[config.mk]
export PLATFORM = sky130hd
export DESIGN_NAME = scc_codec
export DESIGN_NICKNAME = d
export VERILOG_FILES = /design/src/scc_pkg.sv /design/src/scc_cw_if.sv /design/src/scc_enc.sv /design/src/scc_dec.sv /design/src/scc_codec.sv
export SDC_FILE = /design/constraint.sdc
export NUM_CORES = 1
export LEC_CHECK = 0
export BUFFER_PORTS_ARGS = -buffer_cell sky130_fd_sc_hd__buf_2
export CAP_MARGIN = 20
export CORE_MARGIN = 3
export CORE_UTILIZATION = 56
export CTS_CLUSTER_SIZE = 40
export DETAILED_ROUTE_END_ITERATION = 10
export GPL_TIMING_DRIVEN = 0
export HOLD_SLACK_MARGIN = 0.06
export PLACE_DENSITY = 0.79
export SYNTH_ARGS = -nofsm -noshare
export SYNTH_HDL_FRONTEND = slang
export SYNTH_HIERARCHICAL = 1
export SYNTH_SLANG_ARGS = --single-unit
export TNS_END_PERCENT = 10
[constraint.sdc]
create_clock -name mclk_in -period 9.7 [get_ports mclk_in]
set_clock_uncertainty 0.2 [all_clocks]
set_input_delay 1.455 -clock mclk_in [delete_from_list [all_inputs] [get_ports mclk_in]]
set_output_delay 1.455 -clock mclk_in [all_outputs]
set_load 0.1 [all_outputs]
[src/scc_pkg.sv]
// constants, code tables and coding functions for the special-character codec
// assumes symbols are abcdei_fghj with bit a in bit 9; rd value 1 means positive
package scc_pkg;

   // host special-character codes (hgf_edcba)
   localparam logic [7:0] C_EOF = 8'h22;
   localparam logic [7:0] C_CV = 8'hE0;
   localparam logic [7:0] C_NEGK = 8'hE1;
   localparam logic [7:0] C_POSK = 8'hE2;
   localparam logic [7:0] C_RDV = 8'hE4;
   localparam logic [7:0] C_K285 = 8'h05;
   localparam logic [4:0] C_Y0_HI = 5'h00;
   localparam logic [7:0] K285_CHR = 8'hBC;
   localparam logic [4:0] K28_X = 5'h1C;

   // fixed line symbols
   localparam logic [9:0] K285_RDN = 10'h0FA;
   localparam logic [9:0] K285_RDP = 10'h305;
   localparam logic [9:0] VIOL_RDN = 10'h375;
   localparam logic [9:0] VIOL_RDP = 10'h08A;
   localparam logic [5:0] K28_6B_RDN = 6'h0F;
   localparam logic [5:0] K28_6B_RDP = 6'h30;
   localparam logic [5:0] D7_6B_RDN = 6'h38;
   localparam logic [5:0] D7_6B_RDP = 6'h07;
   localparam logic [3:0] X3_4B_RDN = 4'hC;
   localparam logic [3:0] ALT7_4B = 4'h7;
   localparam int BAL6 = 3;
   localparam int BAL4 = 2;
   localparam int N_X = 32;
   localparam int N_Y = 8;

   // negative-disparity forms
   localparam logic [5:0] T6 [N_X] = '{6'h27, 6'h1D, 6'h2D, 6'h31, 6'h35, 6'h29, 6'h19, 6'h38,
      6'h39, 6'h25, 6'h15, 6'h34, 6'h0D, 6'h2C, 6'h1C, 6'h17, 6'h1B, 6'h23, 6'h13, 6'h32,
      6'h0B, 6'h2A, 6'h1A, 6'h3A, 6'h33, 6'h26, 6'h16, 6'h36, 6'h0E, 6'h2E, 6'h1E, 6'h2B};
   localparam logic [3:0] T4 [N_Y] = '{4'hB, 4'h9, 4'h5, 4'hC, 4'hD, 4'hA, 4'h6, 4'hE};

   function automatic logic [5:0] enc6(input logic [4:0] x, input logic rd);
      logic [5:0] t;
      t = T6[x];
      return (rd && ($countones(t) != BAL6 || t == D7_6B_RDN)) ? ~t : t;
   endfunction : enc6

   function automatic logic [3:0] enc4(input logic [2:0] y, input logic rd, input logic alt);
      logic [3:0] t;
      t = (y == 3'h7 && alt) ? ALT7_4B : T4[y];
      return (rd && ($countones(t) != BAL4 || t == X3_4B_RDN)) ? ~t : t;
   endfunction : enc4

   // K28 tails: biased forms invert on negative entry, balanced ones on positive entry
   function automatic logic [3:0] k28_4b(input logic [2:0] y, input logic rd);
      logic [3:0] t;
      logic biased;
      t = (y == 3'h7) ? ALT7_4B : T4[y];
      biased = ($countones(t) != BAL4) || (t == X3_4B_RDN);
      return (biased != rd) ? ~t : t;
   endfunction : k28_4b

   // alternate x.7 avoids a run of five equal bits
   function automatic logic need_alt(input logic [4:0] x, input logic rdm);
      if (rdm)
         return (x == 5'h0B || x == 5'h0D || x == 5'h0E);
      return (x == 5'h11 || x == 5'h12 || x == 5'h14);
   endfunction : need_alt

   function automatic logic mid_rd(input logic [5:0] s6, input logic rd);
      return ($countones(s6) != BAL6) ? ($countones(s6) > BAL6) : rd;
   endfunction : mid_rd

   // disparity at the end of a whole symbol
   function automatic logic rd_after(input logic [9:0] sym, input logic rd);
      logic r;
      r = mid_rd(sym[9:4], rd);
      return ($countones(sym[3:0]) != BAL4) ? ($countones(sym[3:0]) > BAL4) : r;
   endfunction : rd_after

endpackage : scc_pkg

[src/scc_cw_if.sv]
// bundle between the codec and its table encoder or table decoder
// assumes one instance per direction, all combinational
`timescale 1ns/100ps
interface scc_cw_if;
   logic [7:0] chr;
   logic k;
   logic alt;
   logic rd;
   logic [9:0] sym;
   logic ok;
   logic rd_err;
   modport enc_mp (input chr, input k, input alt, input rd, output sym);
   modport dec_mp (input sym, input rd, output chr, output k, output ok, output rd_err);
endinterface : scc_cw_if

[src/scc_enc.sv]
// table encoder: one character plus entry disparity to one 10-bit symbol
// assumes the caller keeps the running disparity
`timescale 1ns/100ps
module scc_enc
   import scc_pkg::*;
(
   scc_cw_if.enc_mp cw
);
   logic [4:0] x;
   logic [2:0] y;
   logic [5:0] s6;
   logic rdm;
   logic [3:0] f4;

   // k flag with x other than 28 forces the alternate tail
   always_comb begin
      x = cw.chr[4:0];
      y = cw.chr[7:5];
      if (cw.k && x == K28_X)
         s6 = cw.rd ? K28_6B_RDP : K28_6B_RDN;
      else
         s6 = enc6(x, cw.rd);
      rdm = mid_rd(s6, cw.rd);
      if (cw.k && x == K28_X)
         f4 = k28_4b(y, cw.rd);
      else
         f4 = enc4(y, rdm, cw.alt || cw.k || need_alt(x, rdm));
      cw.sym = {s6, f4};
   end
endmodule : scc_enc

[src/scc_dec.sv]
// table decoder: searches both disparity columns for each sub-block except the K28 tail
// assumes the caller supplies the running disparity at symbol entry
`timescale 1ns/100ps
module scc_dec
   import scc_pkg::*;
(
   scc_cw_if.dec_mp cw
);
   logic [5:0] s6;
   logic [3:0] f4;
   logic [4:0] x;
   logic [2:0] y;
   logic hit6;
   logic hit4;
   logic k28;
   logic rdm;

   // search by regenerating every code; small tables keep this cheap
   always_comb begin
      s6 = cw.sym[9:4];
      f4 = cw.sym[3:0];
      x = 5'h00;
      y = 3'h0;
      hit6 = 1'b0;
      hit4 = 1'b0;
      k28 = (s6 == K28_6B_RDN || s6 == K28_6B_RDP);
      if (k28) begin
         hit6 = 1'b1;
         x = K28_X;
      end
      for (int i = 0; i < N_X; i++) begin
         if (s6 == enc6(5'(i), 1'b0) || s6 == enc6(5'(i), 1'b1)) begin
            hit6 = 1'b1;
            x = 5'(i);
         end
      end
      rdm = mid_rd(s6, cw.rd);
      for (int j = 0; j < N_Y; j++) begin
         // the K28 head fixes the entry disparity; the two tail columns overlap
         if (k28 && f4 == k28_4b(3'(j), s6 == K28_6B_RDP)) begin
            hit4 = 1'b1;
            y = 3'(j);
         end
         if (!k28 && (f4 == enc4(3'(j), 1'b0, 1'b0) || f4 == enc4(3'(j), 1'b1, 1'b0) ||
               f4 == enc4(3'(j), 1'b0, 1'b1) || f4 == enc4(3'(j), 1'b1, 1'b1))) begin
            hit4 = 1'b1;
            y = 3'(j);
         end
      end
      cw.chr = {y, x};
      cw.k = k28;
      cw.ok = hit6 && hit4;
      // each unbalanced or biased sub-block must match its entry disparity
      cw.rd_err = ($countones(s6) > BAL6 && cw.rd) || ($countones(s6) < BAL6 && !cw.rd) ||
         (s6 == D7_6B_RDN && cw.rd) || (s6 == D7_6B_RDP && !cw.rd) ||
         ($countones(f4) > BAL4 && rdm) || ($countones(f4) < BAL4 && !rdm) ||
         (f4 == X3_4B_RDN && rdm) || (f4 == ~X3_4B_RDN && !rdm);
   end
endmodule : scc_dec

[src/scc_codec.sv]
// one channel of special-character 8b/10b coding, transmit and receive
// assumes the host and the deserializer share mclk_in; framer enable is a pin
//
// Function
// - C2.1 sends K28.5 in the form set by running disparity and marks the next data character.
// - after C2.1 the next data character's lsb becomes 0 when disparity there is positive.
// - after C2.1 the next data character's lsb becomes 1 when disparity there is negative.
// - C1.7 always sends the negative-entry form of K28.5.
// - a negative-entry K28.5 received at positive disparity decodes as C1.7.
// - C2.7 always sends the positive-entry form of K28.5.
// - a positive-entry K28.5 received at negative disparity decodes as C2.7.
// - a K28.5 whose disparity agrees decodes as C5.0.
// - C4.7 sends a deliberate disparity-violation pattern.
// - C4.7 is decoded only for a table symbol whose disparity disagrees.
// - K28.5 marks framing on receive and fills idle slots on transmit.
`timescale 1ns/100ps
module scc_codec
   import scc_pkg::*;
(
   input wire logic mclk_in,
   input wire logic rst_in,
   input wire logic tx_valid_in,
   input wire logic tx_special_in,
   input wire logic [7:0] tx_char_in,
   output logic [9:0] tx_sym_out,
   output logic tx_rd_out,
   input wire logic rx_valid_in,
   input wire logic [9:0] rx_sym_in,
   input wire logic rx_framer_enable_in,
   output logic [7:0] rx_char_out,
   output logic rx_special_out,
   output logic rx_valid_out,
   output logic rx_comma_out,
   output logic rx_rd_out
);

   typedef enum logic [1:0] {
      TS_ENC = 2'b00,
      TS_NEGK = 2'b01,
      TS_POSK = 2'b10,
      TS_RDV = 2'b11
   } scc_txsel_t;

   scc_txsel_t tx_sel;
   logic [9:0] tx_sym_reg;
   logic [9:0] tx_sym_next;
   logic tx_rd_reg;
   logic eof_pend_reg;
   logic eof_set;
   logic [2:0] fe_sync_reg;
   logic fe_reg;
   logic rx_rd_reg;
   logic [7:0] rx_char_reg;
   logic [7:0] rx_char_next;
   logic rx_spec_reg;
   logic rx_spec_next;
   logic rx_valid_reg;
   logic rx_comma_reg;
   logic is_k285;

   scc_cw_if ecw ();
   scc_cw_if dcw ();

   scc_enc u_enc (
      .cw(ecw)
   );

   scc_dec u_dec (
      .cw(dcw)
   );

   ////////////////////////////////////////////////////////////////////////////
   // framer enable pin: three stages, a change counts once the last two agree
   always_ff @(posedge mclk_in or posedge rst_in) begin
      if (rst_in) begin
         fe_sync_reg <= 3'h0;
      end else begin
         fe_sync_reg <= {fe_sync_reg[1:0], rx_framer_enable_in};
      end
   end

   always_ff @(posedge mclk_in or posedge rst_in) begin
      if (rst_in) begin
         fe_reg <= 1'b0;
      end else if (fe_sync_reg[1] == fe_sync_reg[2]) begin
         fe_reg <= fe_sync_reg[2];
      end
   end

   ////////////////////////////////////////////////////////////////////////////
   // transmit selection; reserved codes fall back to fill rather than garbage
   always_comb begin
      tx_sel = TS_ENC;
      ecw.chr = tx_char_in;
      ecw.k = 1'b0;
      ecw.alt = 1'b0;
      ecw.rd = tx_rd_reg;
      eof_set = 1'b0;
      if (!tx_valid_in) begin
         ecw.chr = K285_CHR;
         ecw.k = 1'b1;
      end else if (tx_special_in) begin
         if (tx_char_in[7:3] == C_Y0_HI) begin
            ecw.chr = {tx_char_in[2:0], K28_X};
            ecw.k = 1'b1;
         end else if (tx_char_in == C_EOF) begin
            ecw.chr = K285_CHR;
            ecw.k = 1'b1;
            eof_set = 1'b1;
         end else if (tx_char_in == C_CV) begin
            ecw.alt = 1'b1;
         end else if (tx_char_in == C_NEGK) begin
            tx_sel = TS_NEGK;
         end else if (tx_char_in == C_POSK) begin
            tx_sel = TS_POSK;
         end else if (tx_char_in == C_RDV) begin
            tx_sel = TS_RDV;
         end else begin
            ecw.chr = K285_CHR;
            ecw.k = 1'b1;
         end
      end else if (eof_pend_reg) begin
         ecw.chr = {tx_char_in[7:1], ~tx_rd_reg};
      end
   end

   // final line symbol
   always_comb begin
      unique case (tx_sel)
         TS_ENC: tx_sym_next = ecw.sym;
         TS_NEGK: tx_sym_next = K285_RDN;
         TS_POSK: tx_sym_next = K285_RDP;
         TS_RDV: tx_sym_next = tx_rd_reg ? VIOL_RDP : VIOL_RDN;
      endcase
   end

   // symbol and disparity, one character per clock
   always_ff @(posedge mclk_in or posedge rst_in) begin
      if (rst_in) begin
         tx_sym_reg <= K285_RDN;
         tx_rd_reg <= 1'b0;
      end else begin
         tx_sym_reg <= tx_sym_next;
         tx_rd_reg <= rd_after(tx_sym_next, tx_rd_reg);
      end
   end

   // mark waits for the next host data character; a new C2.1 re-arms it
   always_ff @(posedge mclk_in or posedge rst_in) begin
      if (rst_in) begin
         eof_pend_reg <= 1'b0;
      end else if (eof_set) begin
         eof_pend_reg <= 1'b1;
      end else if (tx_valid_in && !tx_special_in) begin
         eof_pend_reg <= 1'b0;
      end
   end

   ////////////////////////////////////////////////////////////////////////////
   // receive classification; invalid symbols report the code violation code
   assign dcw.sym = rx_sym_in;
   assign dcw.rd = rx_rd_reg;
   assign is_k285 = (rx_sym_in == K285_RDN) || (rx_sym_in == K285_RDP);

   always_comb begin
      rx_char_next = dcw.chr;
      rx_spec_next = dcw.k;
      if (!dcw.ok) begin
         rx_char_next = C_CV;
         rx_spec_next = 1'b1;
      end else if (is_k285) begin
         rx_spec_next = 1'b1;
         if (rx_sym_in == K285_RDN && rx_rd_reg)
            rx_char_next = C_NEGK;
         else if (rx_sym_in == K285_RDP && !rx_rd_reg)
            rx_char_next = C_POSK;
         else
            rx_char_next = C_K285;
      end else if (dcw.rd_err) begin
         rx_char_next = C_RDV;
         rx_spec_next = 1'b1;
      end else if (dcw.k) begin
         rx_char_next = {C_Y0_HI, dcw.chr[7:5]};
      end
   end

   // decoded character and receive disparity, held between valid symbols
   always_ff @(posedge mclk_in or posedge rst_in) begin
      if (rst_in) begin
         rx_char_reg <= 8'h00;
         rx_spec_reg <= 1'b0;
         rx_rd_reg <= 1'b0;
      end else if (rx_valid_in) begin
         rx_char_reg <= rx_char_next;
         rx_spec_reg <= rx_spec_next;
         rx_rd_reg <= rd_after(rx_sym_in, rx_rd_reg);
      end
   end

   // strobes; comma only while framing is enabled
   always_ff @(posedge mclk_in or posedge rst_in) begin
      if (rst_in) begin
         rx_valid_reg <= 1'b0;
         rx_comma_reg <= 1'b0;
      end else begin
         rx_valid_reg <= rx_valid_in;
         rx_comma_reg <= rx_valid_in && fe_reg && is_k285;
      end
   end

   assign tx_sym_out = tx_sym_reg;
   assign tx_rd_out = tx_rd_reg;
   assign rx_char_out = rx_char_reg;
   assign rx_special_out = rx_spec_reg;
   assign rx_valid_out = rx_valid_reg;
   assign rx_comma_out = rx_comma_reg;
   assign rx_rd_out = rx_rd_reg;

   ////////////////////////////////////////////////////////////////////////////
   // checks
   eof_k285_a: assert property (
      @(posedge mclk_in) disable iff (rst_in)
      tx_valid_in && tx_special_in && tx_char_in == C_EOF
      |=> tx_sym_out == ($past(tx_rd_out) ? K285_RDP : K285_RDN))
      else $error("eof did not send k28.5 of current disparity");

   eof_lsb_low_a: assert property (
      @(posedge mclk_in) disable iff (rst_in)
      eof_pend_reg && tx_valid_in && !tx_special_in && tx_rd_out |-> ecw.chr[0] == 1'b0)
      else $error("eof follower lsb not cleared at positive disparity");

   eof_lsb_high_a: assert property (
      @(posedge mclk_in) disable iff (rst_in)
      eof_pend_reg && tx_valid_in && !tx_special_in && !tx_rd_out |-> ecw.chr[0] == 1'b1)
      else $error("eof follower lsb not set at negative disparity");

   neg_k285_tx_a: assert property (
      @(posedge mclk_in) disable iff (rst_in)
      tx_valid_in && tx_special_in && tx_char_in == C_NEGK |=> tx_sym_out == K285_RDN ##0 tx_rd_out)
      else $error("forced negative k28.5 wrong");

   pos_k285_tx_a: assert property (
      @(posedge mclk_in) disable iff (rst_in)
      tx_valid_in && tx_special_in && tx_char_in == C_POSK |=> tx_sym_out == K285_RDP ##0 !tx_rd_out)
      else $error("forced positive k28.5 wrong");

   viol_pattern_a: assert property (
      @(posedge mclk_in) disable iff (rst_in)
      tx_valid_in && tx_special_in && tx_char_in == C_RDV
      |=> tx_sym_out == ($past(tx_rd_out) ? VIOL_RDP : VIOL_RDN))
      else $error("violation pattern wrong");

   idle_fill_a: assert property (
      @(posedge mclk_in) disable iff (rst_in)
      !rst_in && !tx_valid_in |=> (tx_sym_out == K285_RDN || tx_sym_out == K285_RDP) ##0
      tx_rd_out != $past(tx_rd_out))
      else $error("idle slot not filled with k28.5");

   tx_rd_track_a: assert property (
      @(posedge mclk_in) disable iff (rst_in)
      !$past(rst_in) |-> tx_rd_out == rd_after(tx_sym_out, $past(tx_rd_out)))
      else $error("transmit disparity out of step");

   eof_hold_a: assert property (
      @(posedge mclk_in) disable iff (rst_in)
      eof_pend_reg && !tx_valid_in |=> eof_pend_reg)
      else $error("end-of-frame mark lost on a fill slot");

   rx_neg_k_a: assert property (
      @(posedge mclk_in) disable iff (rst_in)
      rx_valid_in && rx_sym_in == K285_RDN && rx_rd_out
      |=> rx_valid_out && rx_special_out && rx_char_out == C_NEGK)
      else $error("wrong-disparity negative k28.5 not reported");

   rx_pos_k_a: assert property (
      @(posedge mclk_in) disable iff (rst_in)
      rx_valid_in && rx_sym_in == K285_RDP && !rx_rd_out
      |=> rx_valid_out && rx_special_out && rx_char_out == C_POSK)
      else $error("wrong-disparity positive k28.5 not reported");

   rx_good_k_a: assert property (
      @(posedge mclk_in) disable iff (rst_in)
      rx_valid_in && ((rx_sym_in == K285_RDN && !rx_rd_out) ||
      (rx_sym_in == K285_RDP && rx_rd_out)) |=> rx_special_out && rx_char_out == C_K285)
      else $error("matching k28.5 not reported as c5.0");

   rx_rd_viol_a: assert property (
      @(posedge mclk_in) disable iff (rst_in)
      rx_valid_in && dcw.ok && dcw.rd_err && !is_k285
      |=> rx_valid_out && rx_special_out && rx_char_out == C_RDV)
      else $error("disparity violation not reported");

   rx_rdv_only_a: assert property (
      @(posedge mclk_in) disable iff (rst_in)
      rx_valid_in && !(dcw.ok && dcw.rd_err)
      |=> !(rx_special_out && rx_char_out == C_RDV))
      else $error("disparity violation reported without cause");

   comma_sync_a: assert property (
      @(posedge mclk_in) disable iff (rst_in)
      rx_comma_out |-> rx_valid_out && rx_special_out &&
      (rx_char_out == C_K285 || rx_char_out == C_NEGK || rx_char_out == C_POSK))
      else $error("comma reported for a non-sync symbol");

endmodule : scc_codec

==> impl_metrics.json <==
{
  "status": "complete, but fails checks",
  "violations": "negative setup slack",
  "syn_avg_cell_area_um2": 8.307,
  "synth_cells": 616,
  "fin_cells": 832,
  "numCtsBuffers": 3,
  "worstPathRequired_ns": 9.70,
  "fin_util": 0.7228,
  "synth_top_area_cell": "dfrtp_1",
  "synth_area_leaders": "dfrtp_1, ha_1, fa_1",
  "yosys-top-cells-count": "inv_1, ha_1, nor2_1",
  "insertion_delay_ns": 0.28,
  "endpoint_kind": "flop",
  "clock-root-buffer": "clkbuf_8",
  "crit_arrival_ns": 10.63,
  "regArea_um2": 708.2,
  "initial_core_util": 0.5811,
  "drtPass1Iterations": 5,
  "switchingPower_w": 0.0008053,
  "synth_edf_count": 0,
  "worst_setup_path_start_kind": "input port",
  "cts-hold-fix-buffers": 0,
  "setup_ws_ns": -0.9270,
  "yosys_warnings": 6,
  "critPathMaxStageDelay_ns": 0.58,
  "finalSetupViolCount": 1,
  "max-vdd-ir-drop_mv": 0.2650,
  "critPathKind": "input port to flop",
  "worstPathMaxFanout": 6,
  "drc": 0,
  "clk_pin_slew_ns": 0.10,
  "first_iter_violations": 426,
  "gp_congestion": 0.9695,
  "rows": 34,
  "largest_register_ffs": 10,
  "grt_pass1_vias": 4897,
  "tightest_slew_ns": 0.9664,
  "n_fill_cell": 650,
  "grt_max_degree": 29,
  "ant_nets": 0,
  "wl_mm": 15.30,
  "cts_tree": "yes",
  "ys.flop_type": "dfrtp_1",
  "swShare": 0.5367,
  "syn-num-nets": 698,
  "holdWs_ns": 0.1820,
  "grt_overflow": 0,
  "grt.total_usage": 0.2889,
  "synth_top_area_share": 0.1076,
  "avgRoutedWirePerCell_um": 18.38,
  "die_x_um": 101.6,
  "ys_types": 108,
  "dieArea_um2": 10320,
  "cts.sinks": 28,
  "vias_per_cell": 6.445,
  "power.leakage_nw": 2.840,
  "grt_pass1_wl_mm": 24.41,
  "synth.cell_area_um2": 5117,
  "core_area_um2": 8806,
  "ys_seq_area_frac": 0.1384,
  "p_int_w": 0.0006953,
  "async_reset_ff_frac": 1.000,
  "comb_power_share": 0.823,
  "fin_setup_tns_ns": -0.9270,
  "yosysMostFrequentCell": "inv_1",
  "vias": 5362,
  "htree_levels": 1,
  "pwr-share-seq": 0.115,
  "multi_input_area_um2": 4207,
  "slew_headroom": 0.3503,
  "final-hold-violation-count": 0,
  "nets": 807,
  "min_period_ns": 10.63,
  "ys_ff_latch": 28,
  "min_path_type": "flop to flop",
  "maxSlewViolCount": 0,
  "num_antenna_cells": 0,
  "drive_above_1_share": 0.3301,
  "cp_common_cell": "fa_1",
  "antenna_found_initial": 0,
  "reg2reg_slack_ns": 0.32,
  "rsz0062_at_grt": "yes",
  "crit_path_top_delay_cell": "fa_1",
  "die_h_um": 101.6,
  "portBuffers": 43,
  "fin_crit_sh": 1.096,
  "fmax_mhz": 94.10,
  "area_growth_pct": 24.38,
  "num_io_pins": 47,
  "power_frac_clock": 0.062,
  "dp_cells": 767,
  "hpwlAfterDp_mm": 10.77,
  "drv_cap": 0,
  "clk_path_buf_depth": 2,
  "powerDensity_nw_per_um2": 235.8
}
[repair_timing]
action | 4_1_cts | 5_1_grt
gates resized for setup | 31 | 15
endpoints found under the setup margin | 3 | 2
pin swaps | 28 | 24
buffers inserted | 54 | 7
[final timing paths]
path                                     start  cells after the start        endpoint
worst max register to register       tx_rd_out                     40       tx_rd_out
worst max-delay path             tx_char_in[0]                     45       tx_rd_out
worst min register to register  fe_sync_reg[0]                      0  fe_sync_reg[1]
worst min-delay path            fe_sync_reg[0]                      0  fe_sync_reg[1]
min in group asynchronous               rst_in                      2  fe_sync_reg[1]
max in group asynchronous               rst_in                      3   tx_sym_out[5]
[cell type report]
type                       count  share of cell area
clock inverter                 1            0.004718
inverter                      70             0.04187
sequential                    28              0.1113
tap                          108             0.02123
multi-input combinational    486              0.6609
buffer                        31             0.04187
timing repair buffer         105              0.1117
clock buffer                   3            0.006487
[logic make-up after synthesis]
family                   Yosys count  synth area share
AND/OR/NAND/NOR                  220            0.2633
AO/OA/AOI/OAI                    171            0.2604
buffers and inverters            102           0.09462
adder cells (fa/ha/maj)           60            0.1721
flip-flops                        28            0.1384
multiplexers                      24           0.05232
XOR/XNOR                          11           0.01883
[per-layer routing]
metal	share of wire	global-route usage
met1	0.45	0.4340
met3	0.083	0.03168
met2	0.45	0.4487
met5	0	0
met4	0.020	0.05726
[cell usage in the layout (no fill, tap or decap), types with 14 or more instances in the layout]
master / n
o21ai_0: 25
inv_1: 60
nand2_1: 36
mux2i_1: 15
nand3_1: 18
dfrtp_1: 22
nor3_1: 17
ha_1: 34
a21oi_1: 21
buf_4: 64
buf_6: 14
nor2_1: 35
fa_1: 17
buf_2: 48
[critical path: cells and delay by family]
family	cells	cell delay, ns
mux	2	0.28
simple gates	6	0.94
fa+ha+maj	12	4.54
compound gates	10	2.07
buf+inv	14	1.19
xor+xnor	1	0.14
[power groups by stage]
stage          Clock (W)  Combinational (W)  Sequential, W
2_1_floorplan          0           0.000636       0.000374
3_3_place_gp           0           0.000989       0.000173
3_5_place_dp           0            0.00103       0.000174
4_1_cts        0.0000935            0.00117       0.000173
5_1_grt        0.0000982            0.00133       0.000175
6_report       0.0000928            0.00124       0.000172
[metrics by stage]
stage	worst slack (ns)	total power, W	cell area, µm²
after detailed placement	-1.721	0.001201	5627
after floorplan	-0.7617	0.001010	5276
after global placement	-1.424	0.001161	5627
final	-0.9270	0.001501	6365
after CTS	-0.7913	0.001432	6223
after global routing	-1.306	0.001608	6365
No activity file was read; power rests on OpenSTA's default activity.
